**src/rtl/rtcc_pkg.sv**
```systemverilog
// Constants and carrier types for the retry time-out and card control bank.
// Assumes one 10 MHz clock and a config decoder that presents byte accesses.
package rtcc_pkg;

	// Clock period of the config clock
	localparam int CLK_PERIOD_NS = 100;
	// Retry time-out, in config clock cycles (two to the fifteenth)
	localparam int RETRY_TIMEOUT_CYC_DEF = 32768;

	// Register offsets in configuration space
	localparam logic [7:0] OFF_RETRY = 8'h90;
	localparam logic [7:0] OFF_CARD = 8'h91;
	localparam logic [7:0] OFF_DEVCTL = 8'h92;

	// Reset values
	localparam logic [7:0] RETRY_RST = 8'hC0;
	localparam logic [7:0] CARD_RST = 8'h00;
	localparam logic [7:0] DEVCTL_RST = 8'h66;

	// Retry status fields
	localparam int B_PCI_EN = 7;
	localparam int B_CB_EN = 6;
	localparam logic [7:0] RETRY_RSVD_MASK = 8'h15;
	// Timer index order: PCI target, CardBus A, CardBus B
	localparam int NUM_TIMERS = 3;
	localparam int T_PCI = 0;
	localparam int EXP_POS [NUM_TIMERS] = '{1, 3, 5};

	// Card control fields
	localparam int B_RING_EN = 7;
	localparam int B_VIDEO = 6;
	localparam int B_CARD_RSV = 5;
	localparam int B_AUDIO_OFF = 2;
	localparam int B_SPK_EN = 1;
	localparam int B_IRQ_FLAG = 0;

	// Device control fields
	localparam int B_PWR_LOCK = 7;
	localparam int B_LV_FORCE = 6;
	localparam int B_DIAG = 5;
	localparam int B_TEST = 3;
	localparam int B_MODE_HI = 2;
	localparam int B_MODE_LO = 1;
	localparam int B_NAND = 0;

	// Number of sockets and functions
	localparam int NUM_SOCK = 2;

	// Interrupt signalling modes
	typedef enum logic [1:0] {
		RTCC_IRQ_PARALLEL = 2'h0,
		RTCC_IRQ_RSVD = 2'h1,
		RTCC_IRQ_SER_PAR = 2'h2,
		RTCC_IRQ_SERIAL = 2'h3
	} rtcc_irq_mode_e;

	// One configuration byte access
	typedef struct packed {
		logic req;
		logic wr;
		logic func;
		logic [7:0] offset;
		logic [7:0] wdata;
	} rtcc_cfg_req_s;

	// Retry events, one bit per timer in index order
	typedef struct packed {
		logic [NUM_TIMERS-1:0] retried;
		logic [NUM_TIMERS-1:0] returned;
	} rtcc_retry_ev_s;

endpackage

```
**src/rtl/rtcc_regs.sv**
```systemverilog
// Retry time-out, card control and device control configuration registers.
// Assumes a config decoder presenting one byte access per cycle on cfg_i,
// retry events from bridge logic on clk_i, and socket pins from outside.
//
// Summary of operation
// - Unanswered retry for 2^15 clocks sets flag.
// - Expired flags sticky, cleared by writing one.
// - Bit 7 enables PCI retry counter, resets one.
// - Bit 6 enables CardBus retry counter, resets one.
// - Bit 5 shows CardBus target B expiry.
// - Bit 3 shows CardBus target A expiry.
// - Bit 1 shows PCI target expiry.
// - Retry status bits 4, 2, 0 read zero.
// - Card bit 7 gates ring output, shared.
// - Card bit 6 tristates video pins only.
// - Card bit 6 aliases per-function socket video enable.
// - Bit 2 clear routes audio; socket 0 wins.
// - Speaker out is XOR, driven when enabled.
// - Per-socket interrupt flag, set by card, W1C.
// - Device control bits 6, 3-0 shared globally.
// - Bits 2-1 pick interrupt mode, default serial.
// - Bit 6 forces low-voltage capability, default one.
module rtcc_regs #(
	parameter int RETRY_TIMEOUT_CYC = rtcc_pkg::RETRY_TIMEOUT_CYC_DEF
) (
	input wire logic clk_i,
	input wire logic sys_rst_i,
	input wire logic ce_i,
	input wire rtcc_pkg::rtcc_cfg_req_s cfg_i,
	output logic cfg_ack_o,
	output logic [7:0] cfg_rdata_o,
	input wire rtcc_pkg::rtcc_retry_ev_s retry_ev_i,
	input wire logic [1:0] card_func_irq_i,
	input wire logic [1:0] card_speaker_in_i,
	input wire logic [1:0] card_audio_in_i,
	input wire logic ring_in_i,
	output logic ring_indicate_pin_o,
	output logic [1:0] video_pins_tristate_o,
	output logic card_audio_pwm_out_o,
	output logic multipurpose_pin_oe_n_o,
	output logic merged_speaker_out_o,
	output logic merged_speaker_oe_n_o,
	output logic [1:0] card_func_irq_flag_o,
	output logic [1:0] irq_signal_select_o,
	output logic low_volt_capable_force_o
);
	import rtcc_pkg::*;

	// Timer must be able to count at least two cycles
	if (RETRY_TIMEOUT_CYC < 2) begin : g_chk
		$error("rtcc_regs: RETRY_TIMEOUT_CYC must be at least 2");
	end

	// Pins sampled from outside the clock domain
	typedef struct packed {
		logic ring;
		logic [NUM_SOCK-1:0] audio;
		logic [NUM_SOCK-1:0] spk;
		logic [NUM_SOCK-1:0] irq;
	} rtcc_pins_s;

	// Whole state of the bank
	typedef struct packed {
		rtcc_pins_s sync1; // First synchroniser stage
		rtcc_pins_s sync2; // Second stage, safe to read
		logic pci_en; // PCI retry counter enable
		logic cb_en; // CardBus retry counter enable
		logic [NUM_TIMERS-1:0] expired; // Sticky expiry flags
		logic ring_en; // Shared ring output enable
		logic [NUM_SOCK-1:0] video_en; // Per-function video alias
		logic [NUM_SOCK-1:0] card_rsv; // Per-function spare bit
		logic [NUM_SOCK-1:0] audio_off; // One means audio not routed
		logic [NUM_SOCK-1:0] spk_en; // Per-function speaker enable
		logic [NUM_SOCK-1:0] irq_flag; // Per-socket interrupt flag
		logic [NUM_SOCK-1:0] pwr_lock; // Per-function power lock
		logic [NUM_SOCK-1:0] diag; // Per-function diagnostic bit
		logic lv_force; // Shared low-voltage force
		logic test; // Shared test bit
		rtcc_irq_mode_e mode; // Shared interrupt mode
		logic nand_en; // Shared reserved bit 0
		logic ack; // Access answered
		logic [7:0] rdata; // Read data
		logic ring_pin; // Ring output pin
		logic [NUM_SOCK-1:0] zv_hiz; // Video pins released
		logic audio_out; // Audio on the multipurpose pin
		logic audio_oe_n; // Multipurpose pin released when high
		logic spk_out; // Merged speaker output
		logic spk_oe_n; // Speaker pin released when high
	} rtcc_state_s;

	// Reset image built from the documented register defaults
	localparam rtcc_state_s ST_RST = '{
		sync1: '0,
		sync2: '0,
		pci_en: RETRY_RST[B_PCI_EN],
		cb_en: RETRY_RST[B_CB_EN],
		expired: '0,
		ring_en: CARD_RST[B_RING_EN],
		video_en: {NUM_SOCK{CARD_RST[B_VIDEO]}},
		card_rsv: {NUM_SOCK{CARD_RST[B_CARD_RSV]}},
		audio_off: {NUM_SOCK{CARD_RST[B_AUDIO_OFF]}},
		spk_en: {NUM_SOCK{CARD_RST[B_SPK_EN]}},
		irq_flag: {NUM_SOCK{CARD_RST[B_IRQ_FLAG]}},
		pwr_lock: {NUM_SOCK{DEVCTL_RST[B_PWR_LOCK]}},
		diag: {NUM_SOCK{DEVCTL_RST[B_DIAG]}},
		lv_force: DEVCTL_RST[B_LV_FORCE],
		test: DEVCTL_RST[B_TEST],
		mode: rtcc_irq_mode_e'(DEVCTL_RST[B_MODE_HI:B_MODE_LO]),
		nand_en: DEVCTL_RST[B_NAND],
		ack: 1'b0,
		rdata: '0,
		ring_pin: 1'b0,
		zv_hiz: '0,
		audio_out: 1'b0,
		audio_oe_n: 1'b1,
		spk_out: 1'b0,
		spk_oe_n: 1'b1
	};

	rtcc_state_s st_r;
	rtcc_state_s st_nxt;
	logic [NUM_TIMERS-1:0] expire_pulse; // From the timers
	logic [NUM_TIMERS-1:0] timer_en; // Enable per timer

	// Offset hit, used for both read and write decoding
	function automatic logic cfg_hit(input rtcc_cfg_req_s c,
		input logic [7:0] off);
		cfg_hit = c.req && (c.offset == off);
	endfunction

	// PCI timer follows bit 7, both CardBus timers follow bit 6
	always_comb begin
		timer_en = {NUM_TIMERS{st_r.cb_en}};
		timer_en[T_PCI] = st_r.pci_en;
	end

	// One counter per retried target
	for (genvar k = 0; k < NUM_TIMERS; k++) begin : g_tmr
		rtcc_retry_timer #(
			.LIMIT(RETRY_TIMEOUT_CYC)
		) u_tmr (
			.clk_i(clk_i),
			.sys_rst_i(sys_rst_i),
			.ce_i(ce_i),
			.enable_i(timer_en[k]),
			.retried_i(retry_ev_i.retried[k]),
			.returned_i(retry_ev_i.returned[k]),
			.expired_o(expire_pulse[k])
		);
	end

	// Next-state of the whole bank
	always_comb begin
		logic f;
		logic [7:0] w;
		logic wr_retry;
		logic wr_card;
		logic wr_dev;
		st_nxt = st_r;
		f = cfg_i.func;
		w = cfg_i.wdata;
		wr_retry = cfg_hit(cfg_i, OFF_RETRY) && cfg_i.wr;
		wr_card = cfg_hit(cfg_i, OFF_CARD) && cfg_i.wr;
		wr_dev = cfg_hit(cfg_i, OFF_DEVCTL) && cfg_i.wr;

		// Two-stage synchroniser for every pin input
		st_nxt.sync1 = '{ring: ring_in_i, audio: card_audio_in_i,
			spk: card_speaker_in_i, irq: card_func_irq_i};
		st_nxt.sync2 = st_r.sync1;

		// Retry status: both functions decode it, one copy serves both
		if (wr_retry) begin
			st_nxt.pci_en = w[B_PCI_EN];
			st_nxt.cb_en = w[B_CB_EN];
		end
		for (int k = 0; k < NUM_TIMERS; k++) begin
			// Expiry set beats a same-cycle clear
			if (wr_retry && w[EXP_POS[k]]) begin
				st_nxt.expired[k] = 1'b0;
			end
			if (expire_pulse[k]) begin
				st_nxt.expired[k] = 1'b1;
			end
		end

		// Card control: bit 7 shared, the rest follow the function
		if (wr_card) begin
			st_nxt.ring_en = w[B_RING_EN];
			st_nxt.video_en[f] = w[B_VIDEO];
			st_nxt.card_rsv[f] = w[B_CARD_RSV];
			st_nxt.audio_off[f] = w[B_AUDIO_OFF];
			st_nxt.spk_en[f] = w[B_SPK_EN];
			if (w[B_IRQ_FLAG]) begin
				st_nxt.irq_flag[f] = 1'b0;
			end
		end
		// Card interrupt sets its own socket's flag, set wins
		st_nxt.irq_flag = st_nxt.irq_flag | st_r.sync2.irq;

		// Device control: bits 6 and 3-0 are one shared copy
		if (wr_dev) begin
			st_nxt.pwr_lock[f] = w[B_PWR_LOCK];
			st_nxt.diag[f] = w[B_DIAG];
			st_nxt.lv_force = w[B_LV_FORCE];
			st_nxt.test = w[B_TEST];
			// Reserved mode code is kept as written
			st_nxt.mode =
				rtcc_irq_mode_e'(w[B_MODE_HI:B_MODE_LO]);
			st_nxt.nand_en = w[B_NAND];
		end

		// Every access is answered one cycle later
		st_nxt.ack = cfg_i.req;
		st_nxt.rdata = '0;
		if (cfg_hit(cfg_i, OFF_RETRY) && !cfg_i.wr) begin
			// Reserved bits stay zero
			st_nxt.rdata[B_PCI_EN] = st_r.pci_en;
			st_nxt.rdata[B_CB_EN] = st_r.cb_en;
			for (int k = 0; k < NUM_TIMERS; k++) begin
				st_nxt.rdata[EXP_POS[k]] = st_r.expired[k];
			end
		end else if (cfg_hit(cfg_i, OFF_CARD) && !cfg_i.wr) begin
			st_nxt.rdata[B_RING_EN] = st_r.ring_en;
			st_nxt.rdata[B_VIDEO] = st_r.video_en[f];
			st_nxt.rdata[B_CARD_RSV] = st_r.card_rsv[f];
			st_nxt.rdata[B_AUDIO_OFF] = st_r.audio_off[f];
			st_nxt.rdata[B_SPK_EN] = st_r.spk_en[f];
			st_nxt.rdata[B_IRQ_FLAG] = st_r.irq_flag[f];
		end else if (cfg_hit(cfg_i, OFF_DEVCTL) && !cfg_i.wr) begin
			st_nxt.rdata[B_PWR_LOCK] = st_r.pwr_lock[f];
			st_nxt.rdata[B_LV_FORCE] = st_r.lv_force;
			st_nxt.rdata[B_DIAG] = st_r.diag[f];
			st_nxt.rdata[B_TEST] = st_r.test;
			st_nxt.rdata[B_MODE_HI:B_MODE_LO] = st_r.mode;
			st_nxt.rdata[B_NAND] = st_r.nand_en;
		end

		// Pin outputs, all registered
		st_nxt.ring_pin = st_r.ring_en & st_r.sync2.ring;
		// High bit only releases the pins, it never drives video
		st_nxt.zv_hiz = st_r.video_en;
		// Socket 0 audio takes the pin when both ask for it
		if (!st_r.audio_off[0]) begin
			st_nxt.audio_out = st_r.sync2.audio[0];
			st_nxt.audio_oe_n = 1'b0;
		end else if (!st_r.audio_off[1]) begin
			st_nxt.audio_out = st_r.sync2.audio[1];
			st_nxt.audio_oe_n = 1'b0;
		end else begin
			st_nxt.audio_out = 1'b0;
			st_nxt.audio_oe_n = 1'b1;
		end
		// Either function's enable drives the merged speaker
		st_nxt.spk_out = ^st_r.sync2.spk;
		st_nxt.spk_oe_n = ~|st_r.spk_en;
	end

	// State register, frozen while the clock enable is low
	always_ff @(posedge clk_i or posedge sys_rst_i) begin
		if (sys_rst_i) begin
			st_r <= ST_RST;
		end else if (ce_i) begin
			st_r <= st_nxt;
		end
	end

	// Outputs straight from state
	assign cfg_ack_o = st_r.ack;
	assign cfg_rdata_o = st_r.rdata;
	assign ring_indicate_pin_o = st_r.ring_pin;
	assign video_pins_tristate_o = st_r.zv_hiz;
	assign card_audio_pwm_out_o = st_r.audio_out;
	assign multipurpose_pin_oe_n_o = st_r.audio_oe_n;
	assign merged_speaker_out_o = st_r.spk_out;
	assign merged_speaker_oe_n_o = st_r.spk_oe_n;
	assign card_func_irq_flag_o = st_r.irq_flag;
	assign irq_signal_select_o = st_r.mode;
	assign low_volt_capable_force_o = st_r.lv_force;
endmodule

```
**src/rtl/rtcc_retry_timer.sv**
```systemverilog
// One retry time-out counter with a single-cycle expiry pulse.
// Assumes retry and return strobes are synchronous to clk_i.
module rtcc_retry_timer #(
	parameter int LIMIT = rtcc_pkg::RETRY_TIMEOUT_CYC_DEF
) (
	input wire logic clk_i,
	input wire logic sys_rst_i,
	input wire logic ce_i,
	input wire logic enable_i,
	input wire logic retried_i,
	input wire logic returned_i,
	output logic expired_o
);
	import rtcc_pkg::*;

	localparam int CW = $clog2(LIMIT);
	localparam logic [CW-1:0] LAST = CW'(LIMIT - 1);

	// Counter needs at least two states to mean anything
	if (LIMIT < 2) begin : g_chk
		$error("rtcc_retry_timer: LIMIT must be at least 2");
	end

	typedef struct packed {
		logic pending; // A retried master has not yet come back
		logic [CW-1:0] cnt; // Cycles waited so far
		logic expired; // One-cycle expiry pulse
	} rtcc_tmr_s;

	rtcc_tmr_s st_r;
	rtcc_tmr_s st_nxt;

	// Next-state: return wins over a new retry in the same cycle
	always_comb begin
		st_nxt = st_r;
		st_nxt.expired = 1'b0;
		if (!enable_i) begin
			// Disabled timer sits at zero
			st_nxt.pending = 1'b0;
			st_nxt.cnt = '0;
		end else if (returned_i) begin
			// Master came back, restart
			st_nxt.pending = 1'b0;
			st_nxt.cnt = '0;
		end else if (retried_i) begin
			st_nxt.pending = 1'b1;
			st_nxt.cnt = '0;
		end else if (st_r.pending) begin
			if (st_r.cnt == LAST) begin
				// Waited the full time-out
				st_nxt.expired = 1'b1;
				st_nxt.pending = 1'b0;
				st_nxt.cnt = '0;
			end else begin
				st_nxt.cnt = st_r.cnt + 1'b1;
			end
		end
	end

	// State register, frozen while the clock enable is low
	always_ff @(posedge clk_i or posedge sys_rst_i) begin
		if (sys_rst_i) begin
			st_r <= '0;
		end else if (ce_i) begin
			st_r <= st_nxt;
		end
	end

	assign expired_o = st_r.expired;
endmodule

```
**config.mk**
```make
export PLATFORM = sky130hd
export DESIGN_NAME = rtcc_regs
export DESIGN_NICKNAME = d
export VERILOG_FILES = /design/src/rtl/rtcc_pkg.sv /design/src/rtl/rtcc_regs.sv /design/src/rtl/rtcc_retry_timer.sv
export SDC_FILE = /design/constraint.sdc
export NUM_CORES = 1
export LEC_CHECK = 0
export BUFFER_PORTS_ARGS = -buffer_cell sky130_fd_sc_hd__clkbuf_2
export CAP_MARGIN = 10
export CORE_ASPECT_RATIO = 0.8
export CORE_MARGIN = 2
export CORE_UTILIZATION = 31
export DETAILED_ROUTE_END_ITERATION = 10
export PLACE_DENSITY = 0.49
export SETUP_SLACK_MARGIN = 0.05
export SLEW_MARGIN = 20
export SYNTH_ARGS = -nofsm -noshare
export SYNTH_HDL_FRONTEND = slang
export SYNTH_SLANG_ARGS = --single-unit
```
**constraint.sdc**
```tcl
create_clock -name clk_i -period 8.98 [get_ports clk_i]
set_clock_uncertainty 0.15 [all_clocks]
set_input_delay 0.449 -clock clk_i [delete_from_list [all_inputs] [get_ports clk_i]]
set_output_delay 0.449 -clock clk_i [all_outputs]
set_load 0.02 [all_outputs]
```
==> metrics.txt, run 1 <==
status complete, no violations; Syn Inst Count 515; gpl congestion 0.811; LEAKAGE 2.48 nW; hpwl dp 8920 um; fraction of layout cells with a size suffix above 1 23.9%; final hold violations 0; post-synthesis area per instance 10.5 um^2; CP Class in2reg; # diodes 0; ys flop type dfrtp_1; port bufs 53; FF+latch count, synth 105; final wirelength 12900 um; Peak Freq 350 MHz; DP Cell Count 761; Ports 56; CP Launch Type input pin; EDFF count, synth 0; setup TNS 0 ns; Design Area, Final 6080 um^2; post_cts resized 0; H-tree levels 3; syn_nets 553; most frequent cells in the layout 96 x dfrtp_1, 53 x clkbuf_2, 43 x nand2_1, 41 x mux2_2, 38 x nand3_1; max-slew violations 0; initial antenna violation count 0; num rows 43; period utilization 31.9%; Seq/Total Area, Yosys 49.0%; Final ANT Viol Nets 0; Via Count 4216; DP Area 5780 um^2; drt wl/cell 16.5 um; Power Total 0.939 mW; area of the die 18500 um^2; core area 17200 um^2; CTS max path bufs 2; Worst Hold Class in2reg; Mapped Area 5390 um^2; area grow syn2layout 12.9%; first-pass iteration count of the detailed router 5; total gr overflow 0; Total GRT Usage 15.2%; Post-Layout Cell Count 778; Slew headroom 44.4%; nets 586; Max-Cap Viols 0; RSZ-0062 raised after global routing no; DR iter-0 viols 344; Final setup violation count 0; CTS tree built; post-CTS setup buffer count 0; worst endpoint required time 9.07 ns; Die X 151 um; vias in the first global route 4183; first-pass GRT wire length 21900 um; Hold Worst Slack 0.170 ns; latest clock arrival within the worst-skew pair 0.35 ns; clk root buf clkbuf_16; Distinct cells, synth 60; clock sink count 105; CP Capture Type flip-flop; TritonCTS Buffers 9; Yosys warning count 0; clock slew at reported path FFs 0.07 ns; most common cell after layout, fill and taps aside dfrtp_1; Vias/cell 5.42; Max FO, Critical Path 59; worst-case vdd ir drop 87.5 uV; actual slew at the worst max-slew pin 0.826 ns; Die Height 122 um; fill cell count 1723; # DRC 0; largest net degree at the start of global routing 80; Starting Density 31.4%; Power per Cell Area 154 nW/um^2; Period minus WS final 2.86 ns; Worst Path Arrival 2.95 ns; async set or reset register ratio after synthesis 100%
[where the power goes]
group	leakage [nW]	switching, mW	total, mW	internal [mW]
Sequential	1.38	0.00891	0.496	0.487
Clock	0.132	0.184	0.375	0.192
Combinational	0.973	0.0417	0.0673	0.0256
[state kept, by name, summed over array words and instances (netlist names), 2 cells and up]
signal,count
st_r,25
card_func_irq_flag_o,2
g_tmr.u_tmr.st_r,48
irq_signal_select_o,2
video_pins_tristate_o,2
cfg_rdata_o,7
g_tmr.u_tmr.expired_o,3
st_nxt,9
[metrics by stage]
stage	util, %	setup slack, ns
floorplan	-	5.64
global placement	33.7	5.79
detailed placement	33.7	5.69
CTS	35.4	6.08
global route	35.4	5.79
finish	35.4	6.12
[cell families (layout without fill, tap and decap cells)]
group / Yosys count / in the layout / synth area share [%]
flip-flops: 105 / 105 / 49.0
other: 1 / 1 / 0.0696
buffers and inverters: 55 / 93 / 4.99
AO/OA/AOI/OAI: 118 / 118 / 15.6
XOR/XNOR: 2 / 2 / 0.325
AND/OR/NAND/NOR: 185 / 185 / 19.8
adder cells (fa/ha/maj): 3 / 3 / 0.697
multiplexers: 46 / 46 / 9.50
[area by class of cell]
type,instances,area [um^2],area share [%]
Clock buffer,10,229,3.76
Sequential cell,105,2640,43.4
Inverter,17,66.3,1.09
Multi-Input combinational cell,355,2490,40.9
Tap cell,225,282,4.63
Clock inverter,6,53.8,0.884
Timing Repair Buffer,60,324,5.33
[synthesized netlist by cell type, types with 8 or more instances]
master	n	area, um^2
dfrtp_1	96	2400
nand2_1	43	161
mux2_2	41	462
nand3_1	38	190
a31oi_1	24	150
o21ai_0	20	100
clkbuf_1	16	60.1
inv_1	16	60.1
buf_4	14	105
nand4_1	14	87.6
nor2_1	14	52.6
o31ai_1	11	82.6
o2bb2ai_1	10	87.6
a21oi_1	9	45.0
dfstp_2	9	236
or4_1	9	67.6
and3_1	8	50.1
[critical path: stages]
cell      delay (ns)
clkbuf_2        0.08
buf_4           0.54
clkinv_1        0.68
nor2_1          0.63
nand2_1         0.24
o41ai_1         0.31
[timing repair]
item                                    in CTS  in global routing
endpoints found under the setup margin       0                  0
endpoints found under the hold margin       26                  0
hold buffers                                 1                  0
[layer usage]
| metal | track usage, % | part of all wire (%) | routed length (um) |
|---|---|---|---|
| met1 | 22.0 | 50 | 6470 |
| met4 | 4.91 | 1.4 | 181 |
| met3 | 3.30 | 3.5 | 453 |
| met2 | 22.6 | 45 | 5750 |
| met5 | 0 | 0 | 0 |
[worst paths after layout]
kind | end | slack, ns | from | cells after the start
max | g_tmr[2].u_tmr.st_r[11] | 6.12 | ce_i | 6
min | st_nxt[47] | 0.17 | ring_in_i | 2
max reg2reg | g_tmr[1].u_tmr.st_r[13] | 6.65 | st_r[39] | 5
min reg2reg | merged_speaker_oe_n_o | 0.29 | st_r[27] | 1
max in group asynchronous | st_r[46] | 7.20 | sys_rst_i | 4
min in group asynchronous | g_tmr[2].u_tmr.st_r[6] | 0.48 | sys_rst_i | 3
Power figures use the tool's default switching activity.
==> run 2, diff against run 1 <==
PLACE_DENSITY = 0.51   (was 0.49)
clock period = 2.6 ns   (was 8.98 ns; I/O delays follow)
==> run 2 against run 1 <==
Setup slack worse by 5.8 ns. Die area unchanged. Sequential cell count is the same. Non-clock buffer count rose by 36. Combinational power grew to 4.0 times the previous value.
==> metrics.txt, run 2 (synthesized netlist as in run 1, its figures left out) <==
status complete, no violations; nets 622; largest net degree at the start of global routing 58; sequential share of power 49.0%; latest clock arrival within the worst-skew pair 0.36 ns; area of the die 18500 um^2; Max FO, Critical Path 12; core area 17200 um^2; net switching power 0.816 mW; CP Launch Type flip-flop; LEAKAGE 2.67 nW; Ports 56; CP peak stage delay 0.75 ns; Vias/cell 5.33; r2r worst-path depth 5; Starting Density 31.4%; H-tree levels 3; Power per Cell Area 541 nW/um^2; Slew headroom 53.2%; num rows 43; fill cell count 1692; max reg flops 48; Hold Crit Depth 4; Peak Freq 444 MHz; drt wl/cell 16.3 um; total gr overflow 0; CP Class reg2reg; clk root buf clkbuf_16; vias in the first global route 4279; initial antenna violation count 0; post-route core utilization 37.6%; clock sink count 105; most common cell after layout, fill and taps aside dfrtp_1; CTS max path bufs 2; gpl congestion 0.848; # DRC 0; clock power share 43.3%; Critical Path, Cell by Cell ha_1 -> nand3_1 -> or4_1 -> a21oi_1 -> o22ai_1; Via Count 4340; port bufs 53; TritonCTS Buffers 9; final wirelength 13300 um; Slowest-stage cell, CP or4_1; period utilization 86.6%; Levels on crit path 5; area grow syn2layout 19.9%; RSZ-0062 raised after global routing no; first-pass GRT wire length 22300 um; Die Height 122 um; P_int 2.68 mW; worst endpoint required time 2.68 ns; Max-Cap Viols 0; Worst Path Arrival 2.33 ns; power share of the combinational group 7.7%; DR iter-0 viols 323; CTS tree built; Reg with most FFs g_tmr.u_tmr.st_r; max-slew violations 0; actual slew at the worst max-slew pin 0.700 ns; first-pass iteration count of the detailed router 4; Final setup violation count 0; Period minus WS final 2.25 ns; Final ANT Viol Nets 0; Total GRT Usage 15.4%; switching share of power 23.4%; crit-path leading delay family simple AND/OR/NAND/NOR gates; Worst Hold Class in2reg; Die X 151 um; # diodes 0; final hold violations 0; fraction of layout cells with a size suffix above 1 24.1%; hpwl dp 9250 um; CP Capture Type flip-flop; clock slew at reported path FFs 0.07 ns; Worst Path Buf+Inv 0; setup TNS 0 ns; most frequent cells in the layout 96 x dfrtp_1, 53 x clkbuf_2, 43 x nand2_1, 41 x mux2_2, 38 x nand3_1; worst-case vdd ir drop 342 uV
==> run 2: worst reg2reg max path, cell delays in order (launching register included) <==
cell and delay (ns):
dfrtp_1 0.40, ha_1 0.23, nand3_1 0.22, or4_1 0.75, a21oi_1 0.26, o22ai_1 0.10
==> run 2: worst paths after layout <==
check                                       start                      end  slack [ns]
max reg2reg                g_tmr[1].u_tmr.st_r[1]  g_tmr[1].u_tmr.st_r[15]        0.35
max in group asynchronous               sys_rst_i    merged_speaker_oe_n_o        1.27
min                                 retry_ev_i[0]   g_tmr[0].u_tmr.st_r[1]        0.17
min reg2reg                              st_r[27]    merged_speaker_oe_n_o        0.30
min in group asynchronous               sys_rst_i     merged_speaker_out_o        0.27
max                        g_tmr[1].u_tmr.st_r[1]  g_tmr[1].u_tmr.st_r[15]        0.35
==> run 2: area by class of cell <==
cell class | instances | area [um^2] | area share [%]
Tap cell | 225 | 282 | 4.36
Clock inverter | 5 | 85.1 | 1.32
Timing Repair Buffer | 96 | 663 | 10.3
Sequential cell | 105 | 2640 | 40.9
Inverter | 17 | 67.6 | 1.05
Multi-Input combinational cell | 355 | 2480 | 38.4
Clock buffer | 11 | 243 | 3.76
==> run 2: power by group through the flow <==
stage / Clock, mW / Sequential [mW] / Combinational (mW)
after global routing: 1.63 / 1.72 / 0.296
after CTS: 1.57 / 1.71 / 0.273
after detailed placement: 0 / 1.74 / 0.243
final: 1.51 / 1.71 / 0.268
after global placement: 0 / 1.74 / 0.239
after floorplan: 0 / 1.75 / 0.144
==> run 2: routing by layer <==
metal	vias up	wire length [um]	GRT usage [%]
met3	11	554	3.86
li1	2092	-	-
met4	0	144	4.61
met5	-	0	0
met1	2144	6580	21.9
met2	93	6020	23.3
==> run 2: through the flow <==
| step | std cells | instance area [um^2] | hold slack [ns] | setup WS, ns | power (mW) |
|---|---|---|---|---|---|
| 6_report | 814 | 6460 | 0.169 | 0.348 | 3.49 |
| 5_1_grt | 814 | 6460 | 0.215 | 0.184 | 3.64 |
| 4_1_cts | 814 | 6460 | 0.159 | 0.347 | 3.55 |
| 3_5_place_dp | 773 | 5880 | 0.118 | 0.349 | 1.99 |
| 3_3_place_gp | 773 | 5880 | 0.113 | 0.388 | 1.98 |
| 2_1_floorplan | 515 | 5390 | 0.127 | 0.467 | 1.89 |
==> run 2: repair_timing <==
item,CTS,global route
gates resized for setup,0,0
hold endpoints to repair,66,0
setup buffers,0,0
hold buffers,25,0
